`config.mk`:
```
export PLATFORM = sky130hd
export DESIGN_NAME = asp_host
export DESIGN_NICKNAME = d
export VERILOG_FILES = /design/src/rtl/asp_pkg.sv /design/src/rtl/asp_sync_if.sv /design/src/rtl/asp_host.sv /design/src/rtl/asp_in_sync.sv
export SDC_FILE = /design/constraint.sdc
export NUM_CORES = 1
export LEC_CHECK = 0
export ABC_AREA = 1
export BUFFER_PORTS_ARGS = -buffer_cell sky130_fd_sc_hd__buf_2
export CAP_MARGIN = 30
export CORE_ASPECT_RATIO = 1.5
export CORE_MARGIN = 10
export CORE_UTILIZATION = 57
export DETAILED_ROUTE_END_ITERATION = 16
export GPL_TIMING_DRIVEN = 1
export PLACE_DENSITY = 0.83
export SYNTH_ARGS = -nofsm -noshare
export SYNTH_HDL_FRONTEND = slang
export SYNTH_HIERARCHICAL = 1
export SYNTH_SLANG_ARGS = --single-unit
```
`constraint.sdc`:
```
create_clock -name clk_sys -period 3.2 [get_ports clk_sys]
set_input_delay 0 -clock clk_sys [delete_from_list [all_inputs] [get_ports clk_sys]]
set_output_delay 0 -clock clk_sys [all_outputs]
set_load 0.01 [all_outputs]
```
`src/rtl/asp_pkg.sv`:
```
// package for the sram host port: pin widths, timing figures, states
// assumes a 25 MHz system clock driving all host logic
package asp_pkg;
  localparam int ADDR_W = 11;            // address_bus width
  localparam int DATA_W = 8;             // data_bus width
  localparam int DEPTH  = 2048;          // words in the memory
  localparam int CLK_PERIOD_NS = 40;     // clk_sys period
  // speed grade figures, ns (35 ns grade)
  localparam int T_ACCESS_NS   = 35;     // address_access_time
  localparam int T_OH_NS       = 5;      // read data hold after addr change
  localparam int T_AW_NS       = 30;     // addr_setup_to_write_end
  localparam int T_SD_NS       = 15;     // data_setup_to_write_end
  localparam int T_HA_NS       = 0;      // addr_hold_after_write_end
  localparam int T_SA_NS       = 0;      // addr_setup_to_write_start
  localparam int T_HD_NS       = 0;      // data_hold_after_write_end
  // least times round up, at least one cycle
  localparam int RD_CYC = (T_ACCESS_NS + CLK_PERIOD_NS - 1) / CLK_PERIOD_NS;
  localparam int AW_CYC = (T_AW_NS + CLK_PERIOD_NS - 1) / CLK_PERIOD_NS;
  localparam int SD_CYC = (T_SD_NS + CLK_PERIOD_NS - 1) / CLK_PERIOD_NS;
  localparam int WR_CYC = (AW_CYC > SD_CYC) ? AW_CYC : SD_CYC;
  localparam int CNT_W  = 4;             // timing counter width
  // read wait adds the three sync stages and the accept flop
  localparam logic [CNT_W-1:0] RD_LEN = CNT_W'(RD_CYC + 3);
  localparam logic [CNT_W-1:0] WR_LEN = CNT_W'(WR_CYC);
  localparam logic [CNT_W-1:0] CNT_ZERO = 4'h0;
  localparam logic [CNT_W-1:0] CNT_ONE  = 4'h1;
  // host sequencer states
  typedef enum logic [2:0] {
    ASP_IDLE  = 3'b000,
    ASP_RSET  = 3'b001,
    ASP_RWAIT = 3'b010,
    ASP_WSET  = 3'b011,
    ASP_WPULS = 3'b100,
    ASP_END   = 3'b101
  } asp_state_t;
endpackage : asp_pkg

```
`src/rtl/asp_sync_if.sv`:
```
// interface carrying a synchronised data bus sample to the sequencer
// assumes both ends run on clk_sys
`timescale 1ns/10ps
interface asp_sync_if;
  import asp_pkg::*;
  logic [DATA_W-1:0] data;   // stable sample of the data bus
  modport src (output data);
  modport dst (input  data);
endinterface : asp_sync_if
```
`src/rtl/asp_host.sv`:
```
// host sequencer driving an asynchronous 2k x 8 static ram by its pins
// assumes the memory pins are wired directly; bus level resolved outside
// Operation
// - write lasts while cs and we overlap
// - data setup measured from terminating edge
// - address valid by cs falling edge
// - address held 30 ns before write end
// - address may change at write end
// - address stable when write begins
// - write data held 15 ns before end
// - data may drop at write end
`timescale 1ns/10ps
module asp_host
  import asp_pkg::*;
(
  input  wire logic              clk_sys,
  input  wire logic              rst_n,
  // user request side
  input  wire logic              req_valid,
  input  wire logic              req_write,
  input  wire logic [ADDR_W-1:0] req_addr,
  input  wire logic [DATA_W-1:0] req_wdata,
  output logic                   req_ready,
  output logic                   rsp_valid,
  output logic [DATA_W-1:0]      rsp_rdata,
  // memory pins
  output logic [ADDR_W-1:0]      address_bus,
  output logic                   cs_n,
  output logic                   oe_n,
  output logic                   we_n,
  input  wire logic [DATA_W-1:0] data_bus_i,
  output logic [DATA_W-1:0]      data_bus_o,
  output logic                   data_bus_oe_n
);
  asp_sync_if sync_c ();                 // synchronised read data

  asp_state_t        st_q, st_d;         // sequencer state
  logic [CNT_W-1:0]  cnt_q, cnt_d;       // timing counter
  logic [ADDR_W-1:0] addr_q, addr_d;     // address pins
  logic [DATA_W-1:0] wdat_q, wdat_d;     // write data pins
  logic              drv_n_q, drv_n_d;   // bus enable, low drives
  logic              cs_n_q, cs_n_d;     // chip select pin
  logic              oe_n_q, oe_n_d;     // output enable pin
  logic              we_n_q, we_n_d;     // write strobe pin
  logic              rdy_q, rdy_d;       // accepting requests
  logic              rv_q, rv_d;         // read answer pulse
  logic [DATA_W-1:0] rdat_q, rdat_d;     // read answer data

  // sampling the returning bus through three flops and an accept flop
  asp_in_sync u_sync (
    .clk_sys (clk_sys),
    .rst_n   (rst_n),
    .pin_i   (data_bus_i),
    .sync    (sync_c.src)
  );

  // read sequence, by clk_sys edge counted from the take edge:
  //   take   : address onto the pins, bus released, ready drops
  //   +1     : select and output enable fall together, count loaded
  //   +2..+5 : count runs down; the memory answers within the first
  //            cycle and the byte then walks through the three sync
  //            stages and the accept flop
  //   +6     : accepted byte captured, answer pulse, select released
  //   +7     : end state passes, ready again
  // the wait is set by the synchroniser more than by the memory: a
  // faster grade would not shorten it, a slower one would add cycles
  // through the access count only
  // hazard: the first bus sample after select falls may still show
  // the released level; the wait covers it
  // the address stands unchanged from one cycle before select falls
  // until after select rises, so each request is one clean access
  // write sequence, same counting:
  //   take   : address and data onto the pins, ready drops
  //   +1     : host drives the bus, select and strobe fall together
  //   +2     : select and strobe rise together, ending the write
  //   +3     : bus released, ready again
  // the address stands a whole cycle before the strobes fall and the data
  // is driven onto the bus with them, so both setups to the end of the write are met, the address one with a cycle to spare
  // ending on both strobes at once means either rising edge may be
  // taken as the terminating one; nothing needs to hold after it
  // the host never drives the bus while output enable is low, and
  // output enable stays high through a write, so the two drivers
  // never meet on the bus
  // limitation: one access at a time, no overlap of requests; the
  // user side sees ready low for the whole sequence
  // limitation: the memory's own timing is met by whole cycles of
  // the clock; the counts follow the clock figure in the package
  // next-state and pin values
  always_comb begin
    st_d    = st_q;
    cnt_d   = cnt_q;
    addr_d  = addr_q;
    wdat_d  = wdat_q;
    drv_n_d = drv_n_q;
    cs_n_d  = cs_n_q;
    oe_n_d  = oe_n_q;
    we_n_d  = we_n_q;
    rdy_d   = rdy_q;
    rv_d    = 1'b0;
    rdat_d  = rdat_q;
    unique case (st_q)
      ASP_IDLE: begin
        // deselected between accesses, memory idles in standby
        cs_n_d = 1'b1;
        if (req_valid && rdy_q) begin
          addr_d = req_addr;
          rdy_d  = 1'b0;
          if (req_write) begin
            wdat_d = req_wdata;
            st_d   = ASP_WSET;
          end else begin
            drv_n_d = 1'b1;
            st_d    = ASP_RSET;
          end
        end
      end
      ASP_RSET: begin
        // address already stable; select and enable outputs together
        cs_n_d = 1'b0;
        oe_n_d = 1'b0;
        we_n_d = 1'b1;
        cnt_d  = RD_LEN;
        st_d   = ASP_RWAIT;
      end
      ASP_RWAIT: begin
        // wait access time plus synchroniser settle
        if (cnt_q == CNT_ZERO) begin
          rdat_d = sync_c.data;
          rv_d   = 1'b1;
          cs_n_d = 1'b1;
          oe_n_d = 1'b1;
          st_d   = ASP_END;
        end else begin
          cnt_d = cnt_q - CNT_ONE;
        end
      end
      ASP_WSET: begin
        // address and data on pins one cycle ahead of the strobes
        drv_n_d = 1'b0;
        oe_n_d  = 1'b1;
        cs_n_d  = 1'b0;
        we_n_d  = 1'b0;
        cnt_d   = WR_LEN;
        st_d    = ASP_WPULS;
      end
      ASP_WPULS: begin
        // hold overlap for address and data setup to the end
        if (cnt_q == CNT_ONE) begin
          we_n_d = 1'b1;
          cs_n_d = 1'b1;
          st_d   = ASP_END;
        end else begin
          cnt_d = cnt_q - CNT_ONE;
        end
      end
      ASP_END: begin
        // release bus one cycle after write end, no hold needed
        drv_n_d = 1'b1;
        rdy_d   = 1'b1;
        st_d    = ASP_IDLE;
      end
      default: begin
        st_d    = ASP_IDLE;
        drv_n_d = 1'b1;
        cs_n_d  = 1'b1;
        oe_n_d  = 1'b1;
        we_n_d  = 1'b1;
        rdy_d   = 1'b1;
      end
    endcase
  end

  // registers only
  always_ff @(posedge clk_sys or negedge rst_n) begin
    if (!rst_n) begin
      st_q    <= ASP_IDLE;
      cnt_q   <= CNT_ZERO;
      addr_q  <= '0;
      wdat_q  <= '0;
      drv_n_q <= 1'b1;
      cs_n_q  <= 1'b1;
      oe_n_q  <= 1'b1;
      we_n_q  <= 1'b1;
      rdy_q   <= 1'b1;
      rv_q    <= 1'b0;
      rdat_q  <= '0;
    end else begin
      st_q    <= st_d;
      cnt_q   <= cnt_d;
      addr_q  <= addr_d;
      wdat_q  <= wdat_d;
      drv_n_q <= drv_n_d;
      cs_n_q  <= cs_n_d;
      oe_n_q  <= oe_n_d;
      we_n_q  <= we_n_d;
      rdy_q   <= rdy_d;
      rv_q    <= rv_d;
      rdat_q  <= rdat_d;
    end
  end

  // outputs straight from flops
  assign address_bus   = addr_q;
  assign data_bus_o    = wdat_q;
  assign data_bus_oe_n = drv_n_q;
  assign cs_n          = cs_n_q;
  assign oe_n          = oe_n_q;
  assign we_n          = we_n_q;
  assign req_ready     = rdy_q;
  assign rsp_valid     = rv_q;
  assign rsp_rdata     = rdat_q;
endmodule : asp_host

```
`src/rtl/asp_in_sync.sv`:
```
// three-stage synchroniser for the data bus returning from the memory
// assumes the pins change freely against clk_sys
`timescale 1ns/10ps
module asp_in_sync
  import asp_pkg::*;
(
  input  wire logic              clk_sys,
  input  wire logic              rst_n,
  input  wire logic [DATA_W-1:0] pin_i,
  asp_sync_if.src                sync
);
  logic [DATA_W-1:0] s1_q, s2_q, s3_q, acc_q;  // stages and accepted value
  logic [DATA_W-1:0] acc_d;

  // accept a new value once stages two and three agree
  always_comb begin
    acc_d = (s2_q == s3_q) ? s3_q : acc_q;
  end

  // registers only; first stage read by second stage alone
  always_ff @(posedge clk_sys or negedge rst_n) begin
    if (!rst_n) begin
      s1_q  <= '0;
      s2_q  <= '0;
      s3_q  <= '0;
      acc_q <= '0;
    end else begin
      s1_q  <= pin_i;
      s2_q  <= s1_q;
      s3_q  <= s2_q;
      acc_q <= acc_d;
    end
  end

  assign sync.data = acc_q;
endmodule : asp_in_sync

```
==> results of run 1 <==
## final timing paths
| kind | from | to | slack, ns | cells past startpoint |
|---|---|---|---|---|
| worst max-delay path | st_q[0] | address_bus[3] | 1.59 | 8 |
| worst min-delay path | req_write | data_bus_o[6] | 0.02 | 3 |
| worst max register to register | st_q[0] | address_bus[3] | 1.59 | 8 |
| worst min register to register | u_sync/s1_q[3] | u_sync/s2_q[3] | 0.34 | 0 |
| max in group asynchronous | rst_n | data_bus_o[4] | 2.27 | 3 |
| min in group asynchronous | rst_n | address_bus[4] | 0.38 | 3 |
## sequential cells by signal (all words and copies together), names as in the netlist, 3 cells and up
| register | flops |
|---|---|
| address_bus | 11 |
| u_sync/s1_q | 8 |
| data_bus_o | 8 |
| cnt_q | 4 |
| u_sync/sync.data | 8 |
| rsp_rdata | 8 |
| u_sync/s3_q | 8 |
| u_sync/s2_q | 8 |
| st_q | 3 |
## critical path: cells and delay by family (launching register included)
| family | cells | cell delay (ns) |
|---|---|---|
| flip-flops | 1 | 0.45 |
| buffers and inverters | 3 | 0.36 |
| AND/OR/NAND/NOR | 5 | 0.68 |
## where the power goes
group          internal [mW]  switching (mW)
sequential              1.16           0.154
combinational          0.385           0.651
clock                  0.297           0.372
## what timing repair did
action                    CTS  global route
hold endpoints to repair   94             0
hold buffers               28             0
setup buffers               0             0
resized for setup           0             0
## area by class of cell
type / instances / share of cell area [%]
clock buffers: 9 / 3.35
clock inverters: 7 / 1.66
inverters: 22 / 2.30
multi-input cells: 207 / 25.2
repair buffers: 92 / 16.3
well taps: 66 / 2.23
diodes: 1 / 0.0676
flip-flops and latches: 72 / 48.9
## synthesized netlist by cell type (2+ instances only)
library cell  count  area share, %
a21oi_1           4           0.69
dfrtp_1          67             58
dfstp_2           5            4.5
ha_1              2           0.86
inv_2             4           0.52
nor2_1           13            1.7
xnor2_1           5            1.5
inv_1            17            2.2
nand2_1         139             18
nor2_2            3           0.65
nand3_1          30            5.2
buf_6             3            1.2
o21ai_0           3           0.52
## cells by family after synthesis
kind of cell               Yosys count  synth area share [%]
AOI/OAI and AO/OA                    9                  1.64
buffers and inverters               28                  5.23
xor gates and xnor gates             6                  1.82
DFF                                 72                  62.5
adders and majority gates            2                 0.865
and+or+nand+nor                    190                  27.9
## per-layer routing
layer | GRT usage (%) | part of all wire [%] | up-vias | wire [um]
met1 | 15.8 | 36 | 1064 | 2260
li1 | - | - | 1143 | -
met4 | 10.7 | 3.9 | 0 | 244
met2 | 28.6 | 53 | 82 | 3320
met3 | 5.60 | 7.1 | 19 | 446
met5 | 0 | 0 | - | 0
==> summary.txt, run 1 <==
Critical path
  • Crit path capture type: flip-flop
  • Slowest CP cell: dfrtp_1
  • CP Cell Sequence: inv_2 > nand2_4 > nor2_4 > inv_4 > nor2_8 > inv_2 > nand2_1 > nand2_1
  • Slowest stage delay, CP: between 0.4 and 0.5 ns
  • Worst path arrival time: 1.85 ns
  • CP max FO: 21
  • WP data required: between 3 and 4 ns
  • Worst Setup Path Type: reg2reg
  • Startpoint types: flip-flop

Floorplanning
  • Die X: 78.2 um
  • Core Area: between 4000 and 5000 um2
  • Die ar.: around 8400 um2
  • # rows: 31
  • Ports: 64
  • Height of the die: around 110 um
  • Initial core utilization: between 50% and 60%

Yosys
  • Syn Area/Cell: 9.42 um2
  • Post-synthesis sequential area ratio: 62.5%
  • Synth Instances: ~300
  • Cell variety after synth: 25
  • Post-synth EDFFs: 0
  • FFs w/ async S/R, synth: between 90% and 100%
  • Flops & latches, synth: just over 70
  • YS warnings: 6
  • Post-Synthesis Net Count: 340
  • Synth Flop Type: dfrtp_1
  • Mapped cell area: between 2000 and 3000 um2

Timing
  • Final hold slack: 0.0226 ns
  • Tightest Pin Transition: between 0.8 and 0.9 ns
  • Maximum clock rate: 622 MHz
  • Final-report hold violation count: 0
  • Slew Limit Fails: 0
  • Setup Viol. Count Final: 0
  • Worst clock skew: between 0.009 and 0.01 ns
  • Total Neg Setup Slack: 0 ns
  • Part of the cycle the worst path needs: between 50% and 60%
  • Minimum clock period: ~1.6 ns
  • RSZ-0062 raised after global routing: false
  • Worst slew margin: 43.5%
  • Post-route setup slack: 1.59 ns

Routing
  • Final antenna-violating net count: 0
  • Starting DRT DRC Count: 173
  • DR pass1 iterations: 5
  • Vias: 2308
  • Via/cell ratio: 4.85
  • WL/cell: between 10 and 15 um
  • DRC violation count after routing: 0
  • Drt total wl: roughly 6300 um

Flow run
  • MaxCap Viol Count: 0

Place
  • Placed cell areas: 3230 um2
  • Pre-CTS setup slack: ~1.6 ns
  • DP HPWL: ~4100 um
  • Port bufs: 63
  • GPL Wtd Cong: 0.924
  • Inst Count DP: ~430

Final layout
  • Area grow syn2layout: 27.9%
  • Post-Route Utilization: between 70 and 80%
  • # nets final: 437
  • Fraction of layout cells with a size suffix above 1: 24.0%
  • Reg area: roughly 1800 um2
  • Commonest non-fill, non-tap cell in the layout: nand2_1
  • Commonest cells after routing, fill and taps aside: nand2_1 (139), dfrtp_1 (67), buf_2 (63)
  • FILL cells: 357
  • Area of the multi-input gates: about 930 um2
  • Non-Filler Instances: 476
  • Final instance area: 3700 um2

Power
  • Power Density: between 800 and 900 nW/um2
  • Tot Pwr: slightly above 3 mW
  • P_leak: between 2 and 2.5 nW
  • Maximum vdd drop: approximately 0.00058 V

GRT
  • First-pass GRT wire length: roughly 11000 um
  • Vias in the first global route: 2460
  • Grt total ovfl: 0
  • Largest net degree at the start of global routing: 73
  • GRT Total Usage: 16.3%
  • Initial antenna violation count: 1

Clocking
  • H-tree depth: 3
  • Clk buf depth: 2
  • Clock latency on the worst-skew pair: approximately 0.36 ns
  • CTS tree: built
  • Num CTS Buffers: 9
  • CTS Root Cell: clkbuf_8
  • Worst-path clk slew: about 0.080 ns
  • Clk sinks: around 70

Worst hold path
  • Hold Path Class: in2reg

Status
  • Outcome: finished, final reports clean
Power figures use the tool's default switching activity.
==> inputs of run 2 (changes only) <==
--- a/config.mk
+++ b/config.mk
@@ -5,15 +5,15 @@
 export SDC_FILE = /design/constraint.sdc
 export NUM_CORES = 1
 export LEC_CHECK = 0
-export ABC_AREA = 1
+export ABC_AREA = 0
 export BUFFER_PORTS_ARGS = -buffer_cell sky130_fd_sc_hd__buf_2
 export CAP_MARGIN = 30
 export CORE_ASPECT_RATIO = 1.5
 export CORE_MARGIN = 10
-export CORE_UTILIZATION = 57
+export CORE_UTILIZATION = 47
 export DETAILED_ROUTE_END_ITERATION = 16
 export GPL_TIMING_DRIVEN = 1
-export PLACE_DENSITY = 0.83
+export PLACE_DENSITY = 0.74
 export SYNTH_ARGS = -nofsm -noshare
 export SYNTH_HDL_FRONTEND = slang
 export SYNTH_HIERARCHICAL = 1
==> constraint.sdc (replaced) <==
create_clock -name clk_sys -period 1.4 [get_ports clk_sys]
set_input_delay 0 -clock clk_sys [delete_from_list [all_inputs] [get_ports clk_sys]]
set_output_delay 0 -clock clk_sys [all_outputs]
set_load 0.01 [all_outputs]
==> run 2 against run 1 <==
- the flow now finishes with violations (setup timing)
- final area is 9.4% higher
- sequential power increased by 130%
- critical path depth fell by 1
- routed wire length grew 0.53%
- die area increased by 12%
- sequential cell count is the same
- clock power grew to 2.7 times the previous value
- critical endpoint is now cnt_q[0]
- clock skew grew 0.0035 ns
- total power increased to 2.6 times the previous value
- clock-buffer cell count unchanged
- non-clock buffer count increased by 40
==> summary.txt, run 2 <==
Worst hold path
  • Hold Crit Endpoint: req_ready (was data_bus_o[6])
  • Hold-critical path depth: 4 (was 3)
  • Hold Path Class: in2reg (unchanged)
  • Worst Min Path Start: req_valid (was req_write)

Final layout
  • Area grow syn2layout: 47.2% (was 27.9%)
  • Largest register FFs: 11 (unchanged)
  • Fraction of layout cells with a size suffix above 1: 52.4% (was 24.0%)
  • FILL cells: 409 (was 357)
  • Commonest cells after routing, fill and taps aside: dfrtp_1 (67), buf_2 (64), buf_4 (35) (was nand2_1 (139), dfrtp_1 (67), buf_2 (63))
  • Commonest non-fill, non-tap cell in the layout: dfrtp_1 (was nand2_1)
  • # nets final: 362 (was 437)
  • Post-Route Utilization: 70.5% (was 75.7%)

Place
  • DP HPWL: 4210 um (was 4050 um)
  • Port bufs: 63 (unchanged)
  • GPL Wtd Cong: 0.781 (was 0.924)

Yosys
  • Synth Flop Type: dfrtp_1 (unchanged)
  • Synth Instances: 194 (was 307)
  • Most numerous cell in the Yosys netlist: dfrtp_1 (was nand2_1)
  • Top cells by area, synth: dfrtp_1 (61%), mux2_2 (14%), dfstp_2 (4.8%) (was dfrtp_1 (58%), nand2_1 (18%), nand3_1 (5.2%))
  • YS warnings: 6 (unchanged)
  • Post-Synthesis Net Count: 227 (was 340)
  • Cell variety after synth: 33 (was 25)
  • Post-synth top cells: dfrtp_1 (67), mux2_2 (35), nand2_1 (10), xor2_1 (9), o21ai_0 (8) (was nand2_1 (139), dfrtp_1 (67), nand3_1 (30), inv_1 (17), nor2_1 (13))
  • Syn Area/Cell: 14.2 um2 (was 9.42 um2)
  • Mapped cell area: 2750 um2 (was 2890 um2)
  • Post-synthesis sequential area ratio: 65.8% (was 62.5%)
  • Post-synth top area share: 61.0% (was 58.0%)
  • Flops & latches, synth: 72 (unchanged)
  • FFs w/ async S/R, synth: 100% (unchanged)
  • Yosys top cell by area: dfrtp_1 (unchanged)
  • Post-synth EDFFs: 0 (unchanged)

Floorplanning
  • Die ar.: 9370 um2 (was 8380 um2)
  • Die X: 82.4 um (was 78.2 um)
  • # rows: 34 (was 31)
  • Core Area: 5740 um2 (was 4890 um2)
  • Height of the die: 114 um (was 107 um)
  • Ports: 64 (unchanged)
  • Initial core utilization: 47.9% (was 59.2%)

Critical path
  • Startpoint types: flip-flop (unchanged)
  • WP data required: 1.66 ns (was 3.45 ns)
  • Stages on worst setup path: 7 (was 8)
  • Worst Setup Path Type: reg2reg (unchanged)
  • Cell depth of the worst flop-to-flop path: 7 (was 8)
  • Slowest CP cell: dfrtp_1 (unchanged)
  • Worst path arrival time: 1.98 ns (was 1.85 ns)
  • CP max FO: 3 (was 21)
  • Reg2reg end: cnt_q[0] (was address_bus[3])
  • Bufs and invs on worst path: 2 (was 3)
  • Worst-case register-to-register setup slack: -0.32 ns (was 1.59 ns)
  • Worst path top cell family by delay: simple AND/OR/NAND/NOR gates (unchanged)
  • FF-to-FF Start: cnt_q[1] (was st_q[0])
  • Crit path capture type: flip-flop (unchanged)
  • Slowest stage delay, CP: 0.39 ns (was 0.45 ns)
  • CP Cell Sequence: inv_2 > ha_4 > or3b_4 > buf_4 > a21o_2 > and3_1 > o221ai_1 (was inv_2 > nand2_4 > nor2_4 > inv_4 > nor2_8 > inv_2 > nand2_1 > nand2_1)

Power
  • P_leak: 1.99 nW (was 2.04 nW)
  • Maximum vdd drop: 0.00126 V (was 0.000579 V)
  • Power Density: 1930 nW/um2 (was 815 nW/um2)

Routing
  • Via/cell ratio: 4.86 (was 4.85)
  • DRC violation count after routing: 0 (unchanged)
  • Final antenna-violating net count: 0 (unchanged)
  • WL/cell: 15.5 um (was 13.2 um)
  • Starting DRT DRC Count: 83 (was 173)
  • Drt total wl: 6310 um (was 6280 um)
  • DR pass1 iterations: 4 (was 5)
  • Vias: 1977 (was 2308)

Timing
  • Minimum clock period: 1.72 ns (was 1.61 ns)
  • Post-route setup slack: -0.319 ns (was 1.59 ns)
  • Total Neg Setup Slack: -3.86 ns (was 0 ns)
  • RSZ-0062 raised after global routing: true (was false)
  • Worst slew margin: 67.4% (was 43.5%)
  • Worst clock skew: 0.0126 ns (was 0.00907 ns)
  • Setup Viol. Count Final: 33 (was 0)
  • Tightest Pin Transition: 0.490 ns (was 0.847 ns)
  • Part of the cycle the worst path needs: 123% (was 50.2%)
  • Maximum clock rate: 582 MHz (was 622 MHz)
  • Slew Limit Fails: 0 (unchanged)
  • Final-report hold violation count: 0 (unchanged)

Clocking
  • CTS Root Cell: clkbuf_8 (unchanged)
  • Clock latency on the worst-skew pair: 0.35 ns (was 0.36 ns)
  • Num CTS Buffers: 9 (unchanged)
  • Worst-path clk slew: 0.08 ns (about the same)
  • H-tree depth: 3 (unchanged)
  • Clk sinks: 72 (unchanged)
  • Clk buf depth: 2 (unchanged)
  • CTS tree: built (unchanged)

GRT
  • Grt total ovfl: 0 (unchanged)
  • Vias in the first global route: 2142 (was 2460)
  • Largest net degree at the start of global routing: 38 (was 73)
  • Initial antenna violation count: 1 (unchanged)
  • GRT Total Usage: 14.1% (was 16.3%)
  • First-pass GRT wire length: 10100 um (was 10900 um)

Flow run
  • MaxCap Viol Count: 0 (unchanged)

Status
  • Failing checks: setup timing
  • Outcome: complete, but fails checks (was finished, final reports clean)
## run 2: cell count changes after synthesis, moves of 4 or more
cell and delta:
inv_2 -4, nand3_1 -27, buf_2 +4, mux2_2 +35, xnor2_1 -4, o21ai_0 +5, nand2_1 -129, inv_1 -10
nor2_1 -6, xor2_1 +8
## run 2: logic make-up (layout without fill, tap and decap cells)
logic type / count (synthesis) / after routing / synth area share (%)
DFF: 72 / 72 / 65.8
muxes: 37 / 37 / 15.4
and+or+nand+nor: 35 / 35 / 6.74
AOI/OAI and AO/OA: 23 / 23 / 5.69
buffers and inverters: 15 / 155 / 2.28
xor gates and xnor gates: 10 / 10 / 3.19
adders and majority gates: 2 / 2 / 0.910
other: 0 / 1 / 0
## run 2: repair_timing
item / CTS / global route
hold buffers: 28 / 0
endpoints found under the setup margin: 32 / 36
endpoints found under the hold margin: 57 / 0
setup buffers: 5 / 3
pin swaps: 9 / 5
gates cloned: 0 / 1
resized for setup: 16 / 1
## run 2: layer usage
layer	share of wire [%]	wire, um	track usage (%)
met1	36	2290	14.8
met2	55	3440	23.2
met3	7.1	450	6.30
met4	2.1	134	6.38
met5	0	0	0
## run 2: stage by stage
step / cell area, um2 / hold WS, ns / worst slack, ns / power (mW) / cells
3_3_place_gp: 3420 / -0.0159 / -0.303 / 5.63 / 353
4_1_cts: 4010 / 0.0206 / -0.336 / 7.80 / 402
6_report: 4050 / 0.0346 / -0.319 / 7.80 / 407
2_1_floorplan: 2810 / -0.296 / -0.281 / 4.50 / 194
3_5_place_dp: 3420 / -0.0124 / -0.336 / 5.71 / 353
5_1_grt: 4050 / 0.0575 / -0.358 / 8.28 / 407
## run 2: area by class of cell
class / count / area (um2) / area share (%)
antenna: 1 / 2.50 / 0.0618
sequential: 72 / 1810 / 44.7
clock inverter: 7 / 101 / 2.50
clock buffer: 9 / 124 / 3.06
multi-input combinational: 107 / 958 / 23.7
timing repair buffer: 132 / 937 / 23.2
inverter: 7 / 26.3 / 0.649
tap: 72 / 90.1 / 2.23
## run 2: power breakdown
part,switching [mW],internal [mW],total (mW)
clock network,0.792,1.02,1.81
logic,1.35,1.67,3.02
registers,0.325,2.65,2.98
## run 2: tightest hold or removal path: stages
cell and delay, ns:
buf_2 0.13, nand2_1 0.06, a21oi_1 0.13, nor2_1 0.06
## run 2: how the worst max path moves through the flow
| stage | to | slack, ns | start |
|---|---|---|---|
| after global placement | cnt_q[1] | -0.30 | cnt_q[1] |
| final | cnt_q[0] | -0.32 | cnt_q[1] |
| after CTS | cnt_q[1] | -0.34 | cnt_q[1] |
| after floorplan | cnt_q[1] | -0.28 | cnt_q[1] |
| after global routing | cnt_q[0] | -0.36 | cnt_q[1] |
| after detailed placement | cnt_q[1] | -0.34 | cnt_q[1] |
